**src/sanc_defines.vh**
```
// constants for the serial negotiation status and control bank
// assumes word indices on the bus: byte address = 4 * index
`ifndef SANC_DEFINES_VH
`define SANC_DEFINES_VH

// ------------------------------------------------------------
// register indices
// ------------------------------------------------------------
`define SANC_IDX_PARTNER 8'h05
`define SANC_IDX_EXPAN 8'h06
`define SANC_IDX_CTRL 8'h10
`define SANC_IDX_INT_STAT 8'h20
`define SANC_IDX_INT_MASK 8'h21
`define SANC_IDX_SWRST 8'h22
`define SANC_IDX_STATUS 8'h23

// ------------------------------------------------------------
// partner ability fields
// ------------------------------------------------------------
`define SANC_PA_LINK 15
`define SANC_PA_ACK 14
`define SANC_PA_DUPLEX 12
`define SANC_PA_SPD_HI 11
`define SANC_PA_SPD_LO 10
`define SANC_PA_TXP 9
`define SANC_PA_RXP 8
`define SANC_PA_FIBER 7
`define SANC_PA_RST 16'h0000

// ------------------------------------------------------------
// expansion fields
// ------------------------------------------------------------
`define SANC_EX_LP_NP 3
`define SANC_EX_LOC_NP 2
`define SANC_EX_PAGE 1
`define SANC_EX_LP_AN 0

// ------------------------------------------------------------
// control fields and reset values
// ------------------------------------------------------------
`define SANC_CT_LOOP 12
`define SANC_CT_RSV11 11
`define SANC_CT_FORCE 10
`define SANC_CT_BYPASS 9
`define SANC_CT_RSV8 8
`define SANC_CT_RSV_HI 5
`define SANC_CT_RSV_LO 2
`define SANC_CT_MODE 0
`define SANC_RST_BYPASS 1'b1
`define SANC_RST_RSV52 4'h1
`define SANC_STRAP_MEDIA 3'b101

// ------------------------------------------------------------
// events, soft reset, status
// ------------------------------------------------------------
`define SANC_EV_PAGE 0
`define SANC_EV_LDOWN 1
`define SANC_EV_ANABLE 2
`define SANC_NUM_EV 3
`define SANC_SWRST_BIT 0
`define SANC_ST_MEDIA 0
`define SANC_ST_BYPASS 1
`define SANC_ST_LINK 2
`define SANC_ST_STRAP 3
`define SANC_STRAP_WAIT 2'h2

`endif

```
**src/sanc_sync.v**
```verilog
// two flip-flop synchroniser for levels from outside the clock domain
// assumes each bit may change independently of the others
`timescale 1ns/1ns
module sanc_sync
#(
  parameter W = 1
)
(
  input wire hclk,
  input wire hresetn,
  input wire [W-1:0] d,
  output reg [W-1:0] q
);

reg [W-1:0] meta_q;

always @(posedge hclk or negedge hresetn)
begin
  if (!hresetn)
  begin
    meta_q <= {W{1'b0}};
    q <= {W{1'b0}};
  end
  else
  begin
    meta_q <= d;
    q <= meta_q;
  end
end

endmodule

```
**src/sanc_ahb.v**
```verilog
// ahb-lite slave front end: decodes transfers into word index strobes
// assumes a single master, word transfers; reads take one wait state
`timescale 1ns/1ns
module sanc_ahb
(
  input wire hclk,
  input wire hresetn,
  input wire hsel,
  input wire [31:0] haddr,
  input wire [1:0] htrans,
  input wire hwrite,
  input wire hready,
  input wire [15:0] rd_data,
  output wire hreadyout,
  output wire hresp,
  output reg [31:0] hrdata,
  output wire wr_en,
  output wire rd_en,
  output reg [7:0] idx_q
);

reg wr_pend_q;
reg rd_wait_q;
wire acc;

// the wait state lets a write that ends just before a read land first
assign acc = hsel & htrans[1] & hready;
assign hreadyout = ~rd_wait_q;
assign hresp = 1'b0;
assign wr_en = wr_pend_q;
assign rd_en = rd_wait_q;

always @(posedge hclk or negedge hresetn)
begin
  if (!hresetn)
  begin
    wr_pend_q <= 1'b0;
    rd_wait_q <= 1'b0;
    idx_q <= 8'h00;
    hrdata <= 32'h00000000;
  end
  else
  begin
    wr_pend_q <= acc & hwrite;
    rd_wait_q <= acc & ~hwrite;
    if (acc)
    begin
      idx_q <= haddr[9:2];
    end
    if (rd_wait_q)
    begin
      hrdata <= {16'h0000, rd_data};
    end
  end
end

endmodule

```
**src/sanc_top.v**
```verilog
// serial negotiation status and control register bank
// assumes link, sync and page inputs come from logic on hclk;
// the mode strap comes from pins and is synchronised here.
//
// Summary of operation
// RULE1 - in media mode, clear partner fields on link down, load on base page
// RULE2 - partner bit 15 mirrors code word bit 15, partner copper link up
// RULE3 - partner bit 14 mirrors code word bit 14, acknowledge
// RULE4 - partner bit 12 mirrors code word bit 12, full duplex capable
// RULE5 - partner bits 11:10 mirror code word speed field
// RULE6 - bits 9,8,7 pause and media, nonzero only with enhanced partner
// RULE7 - expansion bit 3 shows partner next page ability
// RULE8 - expansion bit 2 is read-only local next page ability
// RULE9 - expansion bit 1 latches high when a valid page arrives
// RULE10 - expansion bit 0 set on sync, three matching groups, negotiation on
// RULE11 - control bit 12 loops serial input back to serial output
// RULE12 - control bit 10 forces the serial link up
// RULE13 - control bit 9 resets to one and allows negotiation bypass
// RULE14 - bypass and mode writes take effect only at soft reset
// RULE15 - mode bit defaults to one when strap is 101 at hardware reset
// RULE16 - mode bit zero selects system mode, one media mode
// RULE17 - reading expansion clears page received; a new page sets it
// RULE18 - reserved read-only fields read reset values and ignore writes; control bits 11, 8 and 5:2 here take writes and read them back
//
// Implementation choice: the AHB-Lite slave port.
`timescale 1ns/1ns
`include "sanc_defines.vh"
module sanc_top
#(
  parameter LOCAL_NP_ABLE = 1'b0
)
(
  input wire hclk,
  input wire hresetn,
  input wire hsel,
  input wire [31:0] haddr,
  input wire [1:0] htrans,
  input wire hwrite,
  input wire [2:0] hsize,
  input wire [31:0] hwdata,
  input wire hready,
  output wire hreadyout,
  output wire hresp,
  output wire [31:0] hrdata,
  input wire [2:0] mode_strap,
  input wire link_up,
  input wire rx_page_valid,
  input wire rx_base_page,
  input wire [15:0] rx_code_word,
  input wire rx_next_page,
  input wire lp_enhanced,
  input wire sync_ok,
  input wire cfg_match3,
  input wire an_enable,
  output wire loopback_en,
  output wire force_link_good,
  output wire link_up_eff,
  output wire bypass_allowed,
  output wire media_mode,
  output wire irq
);

// ------------------------------------------------------------
// bus front end
// ------------------------------------------------------------
wire wr_en;
wire rd_en;
wire [7:0] idx_q;
reg [15:0] rd_data;

sanc_ahb u_ahb
(
  .hclk(hclk),
  .hresetn(hresetn),
  .hsel(hsel),
  .haddr(haddr),
  .htrans(htrans),
  .hwrite(hwrite),
  .hready(hready),
  .rd_data(rd_data),
  .hreadyout(hreadyout),
  .hresp(hresp),
  .hrdata(hrdata),
  .wr_en(wr_en),
  .rd_en(rd_en),
  .idx_q(idx_q)
);

// hsize is not decoded: every access is treated as a whole word
function hit;
  input [7:0] idx;
  input [7:0] want;
  begin
    hit = (idx == want);
  end
endfunction

wire wr_ctrl;
wire wr_stat;
wire wr_mask;
wire swrst;
wire rd_expan;

assign wr_ctrl = wr_en & hit(idx_q, `SANC_IDX_CTRL);
assign wr_stat = wr_en & hit(idx_q, `SANC_IDX_INT_STAT);
assign wr_mask = wr_en & hit(idx_q, `SANC_IDX_INT_MASK);
assign swrst = wr_en & hit(idx_q, `SANC_IDX_SWRST) & hwdata[`SANC_SWRST_BIT];
assign rd_expan = rd_en & hit(idx_q, `SANC_IDX_EXPAN);

// ------------------------------------------------------------
// strap capture
// ------------------------------------------------------------
wire [2:0] strap_s;
reg [1:0] strap_cnt_q;
reg strap_done_q;
wire strap_load;

sanc_sync #(.W(3)) u_strap_sync
(
  .hclk(hclk),
  .hresetn(hresetn),
  .d(mode_strap),
  .q(strap_s)
);

// the synchroniser needs two edges after release before it shows the pins
assign strap_load = ~strap_done_q & (strap_cnt_q == `SANC_STRAP_WAIT);

always @(posedge hclk or negedge hresetn)
begin
  if (!hresetn)
  begin
    strap_cnt_q <= 2'h0;
    strap_done_q <= 1'b0;
  end
  else if (!strap_done_q)
  begin
    strap_cnt_q <= strap_cnt_q + 2'h1;
    if (strap_load)
    begin
      strap_done_q <= 1'b1;
    end
  end
end

// ------------------------------------------------------------
// control register
// ------------------------------------------------------------
reg loop_q;
reg force_q;
reg bypass_q;
reg mode_q;
reg bypass_eff_q;
reg mode_eff_q;
reg rsv11_q;
reg rsv8_q;
reg [3:0] rsv52_q;

always @(posedge hclk or negedge hresetn)
begin
  if (!hresetn)
  begin
    loop_q <= 1'b0;
    force_q <= 1'b0;
    bypass_q <= `SANC_RST_BYPASS; // RULE13
    mode_q <= 1'b0;
    bypass_eff_q <= `SANC_RST_BYPASS; // RULE13
    mode_eff_q <= 1'b0;
    rsv11_q <= 1'b0;
    rsv8_q <= 1'b0;
    rsv52_q <= `SANC_RST_RSV52;
  end
  else
  begin
    if (strap_load)
    begin
      mode_q <= (strap_s == `SANC_STRAP_MEDIA); // RULE15
      mode_eff_q <= (strap_s == `SANC_STRAP_MEDIA); // RULE15
    end
    if (wr_ctrl)
    begin
      loop_q <= hwdata[`SANC_CT_LOOP];
      force_q <= hwdata[`SANC_CT_FORCE];
      bypass_q <= hwdata[`SANC_CT_BYPASS];
      mode_q <= hwdata[`SANC_CT_MODE];
      rsv11_q <= hwdata[`SANC_CT_RSV11];
      rsv8_q <= hwdata[`SANC_CT_RSV8];
      rsv52_q <= hwdata[`SANC_CT_RSV_HI:`SANC_CT_RSV_LO];
    end
    if (swrst)
    begin
      // disruptive fields move to the active copy only here
      bypass_eff_q <= bypass_q; // RULE14
      mode_eff_q <= mode_q; // RULE14
      loop_q <= 1'b0;
    end
  end
end

assign loopback_en = loop_q; // RULE11
assign force_link_good = force_q;
assign link_up_eff = force_q | link_up; // RULE12
assign bypass_allowed = bypass_eff_q; // RULE13
assign media_mode = mode_eff_q; // RULE16

// ------------------------------------------------------------
// partner ability (media mode layout)
// ------------------------------------------------------------
reg [15:0] pa_q;
wire base_in;
wire [2:0] enh_bits;

assign base_in = rx_page_valid & rx_base_page & mode_eff_q;
// pause and media bits mean nothing from a plain partner
assign enh_bits = rx_code_word[`SANC_PA_TXP:`SANC_PA_FIBER] & {3{lp_enhanced}};

always @(posedge hclk or negedge hresetn)
begin
  if (!hresetn)
  begin
    pa_q <= `SANC_PA_RST;
  end
  else if (swrst | ~mode_eff_q)
  begin
    pa_q <= `SANC_PA_RST;
  end
  else if (!link_up_eff)
  begin
    pa_q <= `SANC_PA_RST; // RULE1
  end
  else if (base_in)
  begin
    pa_q <= `SANC_PA_RST; // RULE1
    pa_q[`SANC_PA_LINK] <= rx_code_word[`SANC_PA_LINK]; // RULE2
    pa_q[`SANC_PA_ACK] <= rx_code_word[`SANC_PA_ACK]; // RULE3
    pa_q[`SANC_PA_DUPLEX] <= rx_code_word[`SANC_PA_DUPLEX]; // RULE4
    pa_q[`SANC_PA_SPD_HI:`SANC_PA_SPD_LO] <= rx_code_word[`SANC_PA_SPD_HI:`SANC_PA_SPD_LO]; // RULE5
    pa_q[`SANC_PA_TXP:`SANC_PA_FIBER] <= enh_bits; // RULE6
  end
end

// ------------------------------------------------------------
// negotiation expansion
// ------------------------------------------------------------
reg lp_np_q;
reg page_q;
reg lp_an_q;
wire lp_an_set;

assign lp_an_set = sync_ok & cfg_match3 & an_enable;

always @(posedge hclk or negedge hresetn)
begin
  if (!hresetn)
  begin
    lp_np_q <= 1'b0;
    page_q <= 1'b0;
    lp_an_q <= 1'b0;
  end
  else if (swrst)
  begin
    lp_np_q <= 1'b0;
    page_q <= 1'b0;
    lp_an_q <= 1'b0;
  end
  else
  begin
    if (!link_up_eff)
    begin
      lp_np_q <= 1'b0;
    end
    else if (rx_page_valid)
    begin
      lp_np_q <= rx_next_page; // RULE7
    end
    // a page arriving in the reading cycle survives the clear
    if (rx_page_valid)
    begin
      page_q <= 1'b1; // RULE9
    end
    else if (rd_expan)
    begin
      page_q <= 1'b0; // RULE17
    end
    if (lp_an_set)
    begin
      lp_an_q <= 1'b1; // RULE10
    end
    else if (!sync_ok | !an_enable)
    begin
      lp_an_q <= 1'b0; // RULE10
    end
  end
end

// ------------------------------------------------------------
// interrupts
// ------------------------------------------------------------
reg link_d1_q;
reg lp_an_d1_q;
reg [`SANC_NUM_EV-1:0] ist_q;
reg [`SANC_NUM_EV-1:0] imask_q;
wire [`SANC_NUM_EV-1:0] ev;

assign ev[`SANC_EV_PAGE] = rx_page_valid;
assign ev[`SANC_EV_LDOWN] = link_d1_q & ~link_up_eff;
assign ev[`SANC_EV_ANABLE] = lp_an_q & ~lp_an_d1_q;

always @(posedge hclk or negedge hresetn)
begin
  if (!hresetn)
  begin
    link_d1_q <= 1'b0;
    lp_an_d1_q <= 1'b0;
    imask_q <= {`SANC_NUM_EV{1'b0}};
  end
  else
  begin
    link_d1_q <= link_up_eff;
    lp_an_d1_q <= lp_an_q;
    if (wr_mask)
    begin
      imask_q <= hwdata[`SANC_NUM_EV-1:0];
    end
  end
end

genvar gi;
generate
  for (gi = 0; gi < `SANC_NUM_EV; gi = gi + 1)
  begin : g_ist
    always @(posedge hclk or negedge hresetn)
    begin
      if (!hresetn)
      begin
        ist_q[gi] <= 1'b0;
      end
      else if (ev[gi])
      begin
        ist_q[gi] <= 1'b1;
      end
      else if (wr_stat & hwdata[gi])
      begin
        ist_q[gi] <= 1'b0;
      end
    end
  end
endgenerate

assign irq = |(ist_q & imask_q);

// ------------------------------------------------------------
// read mux
// ------------------------------------------------------------
always @*
begin
  rd_data = 16'h0000;
  case (idx_q)
    `SANC_IDX_PARTNER:
    begin
      rd_data = pa_q; // RULE18
    end
    `SANC_IDX_EXPAN:
    begin
      rd_data[`SANC_EX_LP_NP] = lp_np_q; // RULE7
      rd_data[`SANC_EX_LOC_NP] = LOCAL_NP_ABLE; // RULE8
      rd_data[`SANC_EX_PAGE] = page_q; // RULE9
      rd_data[`SANC_EX_LP_AN] = lp_an_q; // RULE10
    end
    `SANC_IDX_CTRL:
    begin
      rd_data[`SANC_CT_LOOP] = loop_q;
      rd_data[`SANC_CT_RSV11] = rsv11_q;
      rd_data[`SANC_CT_FORCE] = force_q;
      rd_data[`SANC_CT_BYPASS] = bypass_q;
      rd_data[`SANC_CT_RSV8] = rsv8_q;
      rd_data[`SANC_CT_RSV_HI:`SANC_CT_RSV_LO] = rsv52_q;
      rd_data[`SANC_CT_MODE] = mode_q;
    end
    `SANC_IDX_INT_STAT:
    begin
      rd_data[`SANC_NUM_EV-1:0] = ist_q;
    end
    `SANC_IDX_INT_MASK:
    begin
      rd_data[`SANC_NUM_EV-1:0] = imask_q;
    end
    `SANC_IDX_STATUS:
    begin
      rd_data[`SANC_ST_MEDIA] = mode_eff_q;
      rd_data[`SANC_ST_BYPASS] = bypass_eff_q;
      rd_data[`SANC_ST_LINK] = link_up_eff;
      rd_data[`SANC_ST_STRAP] = strap_done_q;
    end
    default:
    begin
      rd_data = 16'h0000;
    end
  endcase
end

endmodule

```
**config.mk**
```make
export PLATFORM = sky130hd
export DESIGN_NAME = sanc_top
export DESIGN_NICKNAME = d
export VERILOG_FILES = /design/src/sanc_sync.v /design/src/sanc_ahb.v /design/src/sanc_top.v
export VERILOG_INCLUDE_DIRS = /design/src
export SDC_FILE = /design/constraint.sdc
export NUM_CORES = 1
export LEC_CHECK = 0
export BUFFER_PORTS_ARGS = -buffer_cell sky130_fd_sc_hd__buf_2
export CAP_MARGIN = 15
export CORE_ASPECT_RATIO = 1.5
export CORE_MARGIN = 2
export CORE_UTILIZATION = 49
export DETAILED_ROUTE_END_ITERATION = 16
export HOLD_SLACK_MARGIN = 0.06
export PLACE_DENSITY = 0.84
export REMOVE_ABC_BUFFERS = 1
export SLEW_MARGIN = 10
export SYNTH_ARGS = -nofsm -noshare
export SYNTH_HDL_FRONTEND = slang
export SYNTH_SLANG_ARGS = --single-unit
```
**constraint.sdc**
```tcl
create_clock -name hclk -period 3.7 [get_ports hclk]
set_input_delay 0.74 -clock hclk [delete_from_list [all_inputs] [get_ports hclk]]
set_output_delay 0.74 -clock hclk [all_outputs]
set_load 0.05 [all_outputs]
```
==> flow_summary_export.csv <==
group,metric,value,unit
route,top_layer_used,"met4",
timing,tns,0,ns
cts,cts_max_level,3,
timing,setup_ws,1.158,ns
final_layout,nFillCells,487,
timing,min_period_over_period,0.6870,
grt,grt_max_degree,53,
timing,slew_violations,0,
timing,setup_viol,0,
timing,finalHoldViolations,0,
setup_path,cp-end-kind,"output port",
place,place_inst,380,
cts,holdBufCountCts,0,
place,io_buffers,64,
final_layout,syn2layout_area_growth,18.19,%
floorplan,die-area,0.006525,mm2
status,outcome,"finished, final reports clean",
place,gp_congestion,0.8804,
route,via_per_inst,5.189,
cts,worstSkewPairLatency,0.35,ns
timing,worst_hold_slack,0.3504,ns
setup_path,critical_path_buf_inv_count,2,
synth,synth_flop_cell,"dfrtp_1",
setup_path,slowest_delay,0.77,ns
place,dp.final_hpwl,4397,um
cts,clk_pin_slew_worst_paths,0.07,ns
final_layout,instances_no_fill,396,
timing,finClkSkew,0.009389,ns
route,final_antenna_net_count,0,
route,wl_per_cell,15.06,um
place,placed_area,0.003184,mm2
final_layout,antennaDiodeCount,0,
setup_path,worstPathRequired,2.96,ns
cts,cts_sinks,64,
route,wirelength,5963,um
synth,async_reset_ff_frac,1.000,
setup_path,cp-start-kind,"flop",
cts,cts_max_path_buffers,2,
floorplan,core,0.005743,mm2
timing,fmax,393.4,MHz
setup_path,crit_path_max_fanout,21,
route,dr_wl_met2,3182,um
cts,cts_resized,0,
place,dp_slack,1.513,ns
cts,clockRootBuffer,"clkbuf_8",
synth,synth_edf_count,0,
setup_path,path_cells,"inv_1, buf_2",
pwr,powerDensity,517.4,mW/mm2
grt,grt_overflow,0,
timing,slew_headroom,0.5323,
route,route.detailed.drc,0,
final_layout,drive_gt1_frac,0.3549,
pwr,peakVddDrop,0.2049,mV
cts,post_cts_buffers,0,
timing,tightest_slew,0.6994,ns
pwr,p_leak,1.614,nW
final_layout,layout.nets,421,
route,m1WireLength,2327,um
cts,cts_tree,"built",
synth,netlist_area,0.002883,mm2
cts,cts_inserted_buffers,9,
setup_path,slowest_stage,"dfrtp_1",
synth,yosys_warnings,0,
grt,antenna_found_initial,0,
route,first_iter_violations,131,
final_layout,fin_area,0.003407,mm2
grt,grtUsageTotal,0.1990,
final_layout,fin_util,0.5932,
floorplan,fp-row-count,34,
floorplan,die_width,66.63,um
floorplan,dieHeight,97.94,um
pwr,finalPower,1.763,mW
grt,grt_first_pass_wirelength,9508,um
floorplan,initial_core_util,0.5020,
setup_path,path_delay_family,"flip-flops",
synth,ys_ff_latch,64,
run,maxCapViolCount,0,
synth,synth.avg_cell_area,11.39,um2
route,dr_total_vias,2055,
synth,synth_cells,253,
final_layout,seq_area,0.001605,mm2
synth,ys_seq_area_frac,0.5569,
timing,rsz0062_at_grt,"false",
synth,ys_types,46,
timing,min_period,2.542,ns
final_layout,multi_input_area,0.001112,mm2
setup_path,worst-setup-path-type,"flop to output port",
setup_path,cp.arrival,1.80,ns
grt,grt_pass1_vias,2021,
route,drt_pass1_iterations,4,
floorplan,io_pins,141,
route,wl_met3,315,um
worst_hold_path,min_path_type,"flop to flop",
==> placed cells by master (no fill, tap or decap), drive strengths merged, types with 4 or more instances in the layout <==
| cell | instances |
|---|---|
| conb | 19 |
| clkbuf | 9 |
| nor2 | 20 |
| nand2 | 21 |
| a22o | 4 |
| a21oi | 14 |
| dfrtp | 61 |
| nor4 | 4 |
| mux2 | 23 |
| o21ai | 7 |
| nor3 | 5 |
| nand3 | 10 |
| buf | 65 |
| inv | 12 |
| a221oi | 5 |
==> cell usage after synthesis (all sizes together), types with 2 or more instances <==
cell type | number | share of area
and3b | 2 | 0.0074
a22oi | 3 | 0.0078
o21ai | 7 | 0.012
dfstp | 3 | 0.027
nor2b | 3 | 0.0065
buf | 21 | 0.055
clkbuf | 7 | 0.0091
a22o | 4 | 0.012
nand3 | 10 | 0.017
nand2b | 2 | 0.0043
inv | 12 | 0.016
mux2 | 23 | 0.094
mux2i | 3 | 0.010
nor3 | 5 | 0.016
nor4 | 4 | 0.016
or4 | 2 | 0.0078
a221oi | 5 | 0.015
nand3b | 3 | 0.0078
nand2 | 21 | 0.027
a21oi | 14 | 0.024
a211oi | 2 | 0.0052
a31oi | 3 | 0.0065
nor2 | 20 | 0.026
dfrtp | 61 | 0.53
==> registers in the layout, indices dropped and copies added, names as in the netlist, 2 cells and up <==
signal / cells
imask_q: 3
ist_q: 3
u_ahb.hrdata: 14
u_strap_sync.meta_q: 3
u_strap_sync.q: 3
u_ahb.idx_q: 8
pa_q: 8
strap_cnt_q: 2
rsv52_q: 4
==> cell type report <==
cell class,count,area share
clock inverter,7,0.02828
timing repair buffer,65,0.09695
sequential,64,0.4712
tap,72,0.02644
inverter,13,0.01432
multi-input combinational,166,0.3265
clock buffer,9,0.03636
==> power by group <==
group	internal [mW]	total, mW	switching [mW]
combinational	0.0904	0.305	0.214
clock	0.378	0.653	0.275
sequential	0.753	0.805	0.0520
==> path summary, 6_finish.rpt <==
kind                                        start  slack [ns]  cells after the start           endpoint
setup / recovery                      u_ahb.rd_en        1.16                      2          hreadyout
hold reg to reg            u_strap_sync.meta_q[1]        0.35                      0  u_strap_sync.q[1]
min in group asynchronous                 hresetn        0.41                      1  u_strap_sync.q[2]
setup reg to reg                   u_ahb.idx_q[7]        1.68                      4         imask_q[1]
max in group asynchronous                 hresetn        2.65                      2    u_ahb.hrdata[8]
hold / removal             u_strap_sync.meta_q[1]        0.35                      0  u_strap_sync.q[1]
==> layer usage <==
metal	vias up	GRT usage
li1	969	-
met1	1005	0.2262
met2	71	0.3377
met3	10	0.05415
met4	0	0.09576
met5	-	0
==> cell families (layout without fill, tap and decap cells) <==
kind of cell    count (synthesis)  after routing  share of synthesized area
xor+xnor                        1              1                   0.003039
compound gates                 42             42                    0.09548
flops                          64             64                     0.5569
mux                            26             26                     0.1042
simple gates                   77             77                     0.1541
other cells                     1             19                   0.001301
fa+ha+maj                       1              1                   0.004340
buf+inv                        41             94                    0.08073
Power figures use the tool's default switching activity.
